**config.mk**
```make
export PLATFORM = sky130hd
export DESIGN_NAME = hardware_limit_timer
export DESIGN_NICKNAME = d
export VERILOG_FILES = /design/src/hlt_pkg.sv /design/src/level_sync.sv /design/src/edge_detect.sv /design/src/hardware_limit_timer.sv
export SDC_FILE = /design/constraint.sdc
export NUM_CORES = 1
export LEC_CHECK = 0
export ABC_CLOCK_PERIOD_IN_PS = 2300
export BUFFER_PORTS_ARGS = -buffer_cell sky130_fd_sc_hd__buf_2
export CORE_ASPECT_RATIO = 1.25
export CORE_MARGIN = 2
export CORE_UTILIZATION = 51
export CTS_CLUSTER_SIZE = 25
export DETAILED_ROUTE_END_ITERATION = 10
export PLACE_DENSITY_LB_ADDON = 0.08
export SLEW_MARGIN = 20
export SYNTH_ARGS = -nofsm -noshare
export SYNTH_HDL_FRONTEND = slang
export SYNTH_SLANG_ARGS = --single-unit
```
**constraint.sdc**
```tcl
create_clock -name mclk_i -period 2.3 [get_ports mclk_i]
set_clock_uncertainty 0.15 [all_clocks]
set_input_delay 0 -clock mclk_i [delete_from_list [all_inputs] [get_ports mclk_i]]
set_output_delay 0 -clock mclk_i [all_outputs]
set_load 0.01 [all_outputs]
```
**src/hlt_pkg.sv**
```systemverilog
`default_nettype none
package hlt_pkg;

  // Counter width and sync depth
  localparam int CW          = 8;
  localparam int SYNC_STAGES = 2;

  // Count constants
  localparam logic [CW-1:0] COUNT_ZERO = 8'h00;
  localparam logic [CW-1:0] COUNT_ONE  = 8'h01;

  // Mode codes
  localparam logic [4:0] MODE_HL_ANY   = 5'h03;
  localparam logic [4:0] MODE_HL_RISE  = 5'h04;
  localparam logic [4:0] MODE_HL_FALL  = 5'h05;
  localparam logic [4:0] MODE_LVL_LOW  = 5'h06;
  localparam logic [4:0] MODE_LVL_HIGH = 5'h07;
  localparam logic [4:0] MODE_OS_SW    = 5'h08;
  localparam logic [4:0] MODE_OS_RISE  = 5'h09;
  localparam logic [4:0] MODE_OS_FALL  = 5'h0a;
  localparam logic [4:0] MODE_OS_ANY   = 5'h0b;

  // Static configuration from the timer control
  typedef struct packed {
    logic [4:0]    mode;
    logic [CW-1:0] period;
    logic [CW-1:0] pulse_width;
  } timer_cfg_type;

  // Start gate of the edge one-shot modes
  typedef enum logic [1:0] {
    OS_IDLE  = 2'b00,
    OS_ARMED = 2'b01,
    OS_COUNT = 2'b10
  } os_state_type;

endpackage
`default_nettype wire

```
**src/level_sync.sv**
```systemverilog
`timescale 1ns/100ps
`default_nettype none
module level_sync
  import hlt_pkg::*;
#(
  parameter int STAGES = SYNC_STAGES
)(
  // Clock and reset
  input  wire logic mclk_i,
  input  wire logic rst_n_i,
  // Asynchronous level in, synced level out
  input  wire logic async_i,
  output logic      sync_o
);

  logic [STAGES-1:0] chain_q;
  logic [STAGES-1:0] chain_d;

  // Shift chain; only the last stage is visible
  always_comb
  begin
    chain_d = {chain_q[STAGES-2:0], async_i};
  end

  always_ff @(posedge mclk_i or negedge rst_n_i)
  begin
    if (!rst_n_i)
      chain_q <= '0;
    else
      chain_q <= chain_d;
  end

  assign sync_o = chain_q[STAGES-1];

endmodule
`default_nettype wire

```
**src/edge_detect.sv**
```systemverilog
`timescale 1ns/100ps
`default_nettype none
module edge_detect (
  // Clock and reset
  input  wire logic mclk_i,
  input  wire logic rst_n_i,
  // Synchronised level in
  input  wire logic level_i,
  // One-cycle edge pulses
  output logic      rise_o,
  output logic      fall_o
);

  logic prev_q;
  logic prev_d;

  // Previous sample of the level
  always_comb
  begin
    prev_d = level_i;
  end

  always_ff @(posedge mclk_i or negedge rst_n_i)
  begin
    if (!rst_n_i)
      prev_q <= 1'b0;
    else
      prev_q <= prev_d;
  end

  // Edges are combinational so the counter reacts without extra lag
  assign rise_o = level_i & ~prev_q;
  assign fall_o = ~level_i & prev_q;

endmodule
`default_nettype wire

```
**src/hardware_limit_timer.sv**
```systemverilog
`timescale 1ns/100ps
`default_nettype none
module hardware_limit_timer
  import hlt_pkg::*;
(
  // Clock and reset
  input  wire logic           mclk_i,
  input  wire logic           rst_n_i,
  // Software control
  input  wire timer_cfg_type  cfg_i,
  input  wire logic           run_wr_i,
  input  wire logic           run_wdata_i,
  // External reset pin
  input  wire logic           external_reset_input_i,
  // Timer state
  output logic [CW-1:0]       count_value_o,
  output logic                run_o,
  output logic                postscaled_match_output_o,
  // Compare/PWM drive
  output logic                pulse_set_signal_o,
  output logic                pwm_o
);

  logic          ers_s;
  logic          ers_rise;
  logic          ers_fall;
  logic          hl_edge;
  logic          lvl_mode;
  logic          os_sw;
  logic          os_edge;
  logic          one_shot;
  logic          hl_hit;
  logic          os_hit;
  logic          hl_reset;
  logic          lvl_hold;
  logic          counting;
  logic          period_hit;
  logic          width_hit;
  logic          run_start;
  logic          pset;
  logic [CW-1:0] count_q;
  logic [CW-1:0] count_d;
  logic          run_q;
  logic          run_d;
  logic          pwm_q;
  logic          pwm_d;
  logic          pset_q;
  logic          pset_d;
  logic          match_q;
  logic          match_d;
  os_state_type  os_state_q;
  os_state_type  os_state_d;

  // Pin synchroniser; its two stages give the restart latency
  level_sync #(
    .STAGES (SYNC_STAGES)
  ) u_sync (
    .mclk_i  (mclk_i),
    .rst_n_i (rst_n_i),
    .async_i (external_reset_input_i),
    .sync_o  (ers_s)
  );

  // Edges of the synchronised reset level
  // Limitation: the chain clears low, so a pin already high at reset shows one
  // rise; it only matters if software sets run on one of the first two edges after reset
  edge_detect u_edge (
    .mclk_i  (mclk_i),
    .rst_n_i (rst_n_i),
    .level_i (ers_s),
    .rise_o  (ers_rise),
    .fall_o  (ers_fall)
  );

  // Mode decode
  always_comb
  begin
    hl_edge  = (cfg_i.mode == MODE_HL_ANY) || (cfg_i.mode == MODE_HL_RISE)
            || (cfg_i.mode == MODE_HL_FALL);
    lvl_mode = (cfg_i.mode == MODE_LVL_LOW) || (cfg_i.mode == MODE_LVL_HIGH);
    os_sw    = (cfg_i.mode == MODE_OS_SW);
    os_edge  = (cfg_i.mode == MODE_OS_RISE) || (cfg_i.mode == MODE_OS_FALL)
            || (cfg_i.mode == MODE_OS_ANY);
    one_shot = os_sw || os_edge;
  end

  // Qualifying edges per mode
  always_comb
  begin
    hl_hit = ((cfg_i.mode == MODE_HL_ANY) && (ers_rise || ers_fall))
          || ((cfg_i.mode == MODE_HL_RISE) && ers_rise)
          || ((cfg_i.mode == MODE_HL_FALL) && ers_fall);
    os_hit = ((cfg_i.mode == MODE_OS_RISE) && ers_rise)
          || ((cfg_i.mode == MODE_OS_FALL) && ers_fall)
          || ((cfg_i.mode == MODE_OS_ANY) && (ers_rise || ers_fall));
  end

  // Reset and enable terms of the counter
  always_comb
  begin
    // Input only acts while running, so a stopped timer keeps its count
    hl_reset = hl_edge && run_q && hl_hit;
    lvl_hold = lvl_mode && run_q
            && ((cfg_i.mode == MODE_LVL_LOW) ? !ers_s : ers_s);
    counting = run_q && !hl_reset && !lvl_hold
            && (!os_edge || (os_state_q == OS_COUNT));
    period_hit = counting && (count_q == cfg_i.period);
    width_hit  = counting && (count_q == cfg_i.pulse_width);
  end

  // Counter next value
  always_comb
  begin
    count_d = count_q;
    if (hl_reset || lvl_hold)
      count_d = COUNT_ZERO;
    else if (period_hit)
      count_d = COUNT_ZERO;
    else if (counting)
      count_d = count_q + COUNT_ONE;
  end

  always_ff @(posedge mclk_i or negedge rst_n_i)
  begin
    if (!rst_n_i)
      count_q <= COUNT_ZERO;
    else
      count_q <= count_d;
  end

  // Run bit: hardware clears on one-shot match, software write wins
  always_comb
  begin
    run_d = run_q;
    if (one_shot && period_hit)
      run_d = 1'b0;
    if (run_wr_i)
      run_d = run_wdata_i;
  end

  always_ff @(posedge mclk_i or negedge rst_n_i)
  begin
    if (!rst_n_i)
      run_q <= 1'b0;
    else
      run_q <= run_d;
  end

  // Edge one-shot start gate; any halt drops back to idle
  always_comb
  begin
    os_state_d = os_state_q;
    if (!os_edge || !run_q || period_hit)
      os_state_d = OS_IDLE;
    else
    begin
      unique case (os_state_q)
        OS_IDLE:
        begin
          os_state_d = os_hit ? OS_COUNT : OS_ARMED;
        end
        OS_ARMED:
        begin
          if (os_hit)
            os_state_d = OS_COUNT;
        end
        OS_COUNT:
        begin
          os_state_d = OS_COUNT;
        end
        default:
        begin
          os_state_d = OS_IDLE;
        end
      endcase
    end
  end

  always_ff @(posedge mclk_i or negedge rst_n_i)
  begin
    if (!rst_n_i)
      os_state_q <= OS_IDLE;
    else
      os_state_q <= os_state_d;
  end

  // Pulse set: counting from zero, or software start of one-shot
  // Only a start from zero raises the drive; a resume after the width
  // match must not, or the drive would never meet its width again
  always_comb
  begin
    run_start = os_sw && run_wr_i && run_wdata_i && !run_q
             && (count_q == COUNT_ZERO);
    pset = (counting && (count_q == COUNT_ZERO)) || run_start;
  end

  // PWM drive; stopped counter never reaches width, so it stretches
  always_comb
  begin
    pwm_d = pwm_q;
    if (width_hit)
      pwm_d = 1'b0;
    // Set wins when width is zero so a start is never lost
    if (pset)
      pwm_d = 1'b1;
    // Reset while high leaves pwm_q alone until the width match
  end

  // Registered strobes for the compare unit
  always_comb
  begin
    pset_d  = pset;
    match_d = period_hit;
  end

  always_ff @(posedge mclk_i or negedge rst_n_i)
  begin
    if (!rst_n_i)
    begin
      pwm_q   <= 1'b0;
      pset_q  <= 1'b0;
      match_q <= 1'b0;
    end
    else
    begin
      pwm_q   <= pwm_d;
      pset_q  <= pset_d;
      match_q <= match_d;
    end
  end

  // Outputs
  assign count_value_o             = count_q;
  assign run_o                     = run_q;
  assign pwm_o                     = pwm_q;
  assign pulse_set_signal_o        = pset_q;
  assign postscaled_match_output_o = match_q;
endmodule
`default_nettype wire

```
==> impl_metrics.csv <==
group,metric,value,unit
synthesis,synthCells,141,
placed_design,io_buffers,37,
clock_network,cts_setup_buffers,0,
floorplanning,die_w,49.4,µm
sta,fin_ws,0.157,ns
route,final_antenna_net_count,0,
global_route,grt_pass1_wl,5220,µm
critical_path,critPathKind,"reg2reg",
critical_path,required,2.36,ns
synthesis,syn_area,0.00131,mm²
power_and_ir_drop,leakage,0.742,nW
synthesis,ys_seq_area_share,32.4,%
route,wirelength,3080,µm
run_status,status,"complete, no violations",
floorplanning,dieArea,0.00300,mm²
route,first_pass_iters,4,
synthesis,ys_types,42,
clock_network,cts_root_buf,"clkbuf_4",
global_route,grt_overflow,0,
sta,relSlewSlack,65.2,%
sta,rsz0062_at_grt,"false",
final_layout,n_antenna_cell,0,
synthesis,synth_flop_cell,"dfrtp_1",
final_layout,drive_gt1_share,28.6,%
route,viasPerCell,5.38,
synthesis,ys.warnings.count,0,
critical_path,path_buf_inv,1,
global_route,grt_usage,22.6,%
synthesis,synth-edff-count,0,
power_and_ir_drop,peakVddDrop,0.000619,V
synthesis,syn_avg_cell_area,9.31,µm²
final_layout,areaGrowthSynthToFinish,28.9,%
flow_run,maxCapViolations,0,
clock_network,clock-sinks,17,
clock_network,path_clk_slew,0.11,ns
sta,tightestPinTransition,0.521,ns
sta,period_needed,2.14,ns
floorplanning,initial_core_util,54.1,%
global_route,antenna_found_initial,0,
route,wl_per_cell,13.7,µm
sta,setup_viol_count_final,0,
critical_path,slowest_stage,"a2111oi_4",
critical_path,crit_family,"compound AO/OA/AOI/OAI gates",
critical_path,reg2reg_setup_slack,0.16,ns
power_and_ir_drop,p_per_area,762,mW/mm²
route,drc_errors,0,
synthesis,syn_nets,175,
sta,hold_viol,0,
global_route,grt_pass1_vias,1243,
hold_path,worst_hold_path_type,"in2async",
floorplanning,core_area,0.00243,mm²
clock_network,clock_latency,0.29,ns
final_layout,fill_cells,207,
sta,slew_violations,0,
critical_path,arrival,2.20,ns
final_layout,multiInputGateArea,816,µm²
clock_network,cts_buffer_depth,2,
floorplanning,io_pins,38,
route,vias,1211,
critical_path,cp-start-kind,"register",
placed_design,pre_cts_slack,0.150,ns
final_layout,seq_area,425,µm²
critical_path,path_max_fanout,5,
placed_design,place_hpwl,2260,µm
route,first_iter_violations,12,
sta,tns,0,ns
floorplanning,die_y,60.7,µm
critical_path,cp_slowest_stage_delay,0.47,ns
synthesis,synth_seq_cells,17,
sta,fin_crit_sh,93.2,%
floorplanning,rows,20,
critical_path,critPathCaptureType,"register",
clock_network,h-tree-depth,1,
global_route,grt_max_degree,20,
critical_path,crit_chain,"inv_1, ha_1, nor2b_1, o21ai_1, a2111oi_4, nor4_2, nor4b_2",
placed_design,routabilityCongestion,0.807,
clock_network,cts_tree,"yes",
sta,fmax,0.467,GHz
synthesis,async_flop_share,100,%
clock_network,numCtsBuffers,3,
final_layout,nets,227,
path summary, 6_finish.rpt:
path                                   startpoint  cells past startpoint                  to
worst max-delay path            u_sync.chain_q[1]                      7       os_state_q[1]
worst min-delay path                      rst_n_i                      2    count_value_o[3]
worst max register to register  u_sync.chain_q[1]                      7       os_state_q[1]
worst min register to register  u_sync.chain_q[0]                      0   u_sync.chain_q[1]
max in group asynchronous                 rst_n_i                      2    count_value_o[1]
min in group mclk_i                     cfg_i[19]                      4  pulse_set_signal_o
cells in the mapped netlist, types with 2 or more instances:
library cell / instances / area (µm²)
a211oi_1: 5 / 37.5
a21o_1: 4 / 30.0
a21oi_1: 3 / 15.0
buf_2: 6 / 30.0
dfrtp_1: 17 / 425
ha_1: 8 / 100
inv_1: 7 / 26.3
mux2i_1: 2 / 20.0
nand2_1: 13 / 48.8
nand3_1: 3 / 15.0
nand3b_1: 2 / 15.0
nand4_1: 4 / 25.0
nor2_1: 8 / 30.0
nor2b_1: 2 / 12.5
nor3_1: 2 / 10.0
nor4_1: 3 / 18.8
nor4_2: 2 / 25.0
o21a_1: 2 / 15.0
o21ai_0: 5 / 25.0
o31ai_1: 2 / 15.0
or2_2: 2 / 12.5
or3_1: 4 / 25.0
or3b_1: 2 / 17.5
xnor2_1: 14 / 123
xor2_1: 2 / 17.5
per-layer routing:
metal  vias up  global-route usage, %  wire length (µm)
met3         4                   2.22                97
met5         -                      0                 0
met1       561                   24.5              1220
met2        41                   47.1              1720
met4         0                   5.95                28
li1        605                      -                 -
timing repair:
action | CTS | global route
endpoints found under the setup margin | 0 | 0
hold buffers | 14 | 0
resized for setup | 0 | 0
endpoints found under the hold margin | 21 | 0
placed cells by master, fill, tap and decap left out, types with 3 or more instances in the layout:
master / netlist / layout
buf_2: 6 / 37
dfrtp_1: 17 / 17
xnor2_1: 14 / 14
dlygate4sd3_1: 0 / 14
nand2_1: 13 / 13
nor2_1: 8 / 8
ha_1: 8 / 8
inv_1: 7 / 7
o21ai_0: 5 / 5
a211oi_1: 5 / 5
nand4_1: 4 / 4
or3_1: 4 / 4
a21o_1: 4 / 4
buf_4: 0 / 4
nor4_1: 3 / 3
a21oi_1: 3 / 3
nand3_1: 3 / 3
clkbuf_4: 0 / 3
worst register-to-register path, stage by stage (launching register included):
cell and delay [ns]:
dfrtp_1 0.41, inv_1 0.06, ha_1 0.29, nor2b_1 0.14, o21ai_1 0.13, a2111oi_4 0.47
nor4_2 0.13, nor4b_2 0.29
registers in the layout, summed over array words and instances (netlist names):
signal and cells:
u_edge.prev_q 1, pwm_o 1, u_sync.chain_q 2, os_state_q 2
pulse_set_signal_o 1, postscaled_match_output_o 1, run_o 1, count_value_o 8
power breakdown:
| group | leakage [nW] | switching, mW | total, mW | internal [mW] |
|---|---|---|---|---|
| clock | 0.0177 | 0.0941 | 0.159 | 0.0646 |
| combinational | 0.526 | 0.287 | 0.613 | 0.326 |
| sequential | 0.198 | 0.151 | 0.517 | 0.366 |
| total | 0.742 | 0.532 | 1.29 | 0.757 |
cells by family after synthesis:
family	share of synthesized area, %
and+or+nand+nor	25.3
xor gates and xnor gates	10.7
buffers and inverters	5.43
muxes	2.38
AOI/OAI and AO/OA	16.2
adders and majority gates	7.63
DFF	32.4
final cells by class:
class | instances | area share [%]
repair buffers | 55 | 21.0
multi-input cells | 109 | 48.2
inverters | 7 | 1.55
clock buffers | 3 | 1.33
well taps | 33 | 2.44
flip-flops and latches | 17 | 25.1
clock inverters | 1 | 0.296
per-stage QoR:
stage / cells / hold WS (ns) / cell area (µm²) / utilization, % / power (mW)
after floorplan: 141 / -0.446 / 1310 / - / 0.940
after global routing: 225 / 0.0234 / 1690 / 69.7 / 1.39
after detailed placement: 207 / -0.211 / 1520 / 62.8 / 1.11
after CTS: 225 / 0.00173 / 1690 / 69.7 / 1.29
final: 225 / 0.00522 / 1690 / 69.7 / 1.29
after global placement: 207 / -0.216 / 1520 / 62.8 / 1.10
(Power assumes the default switching activity.)
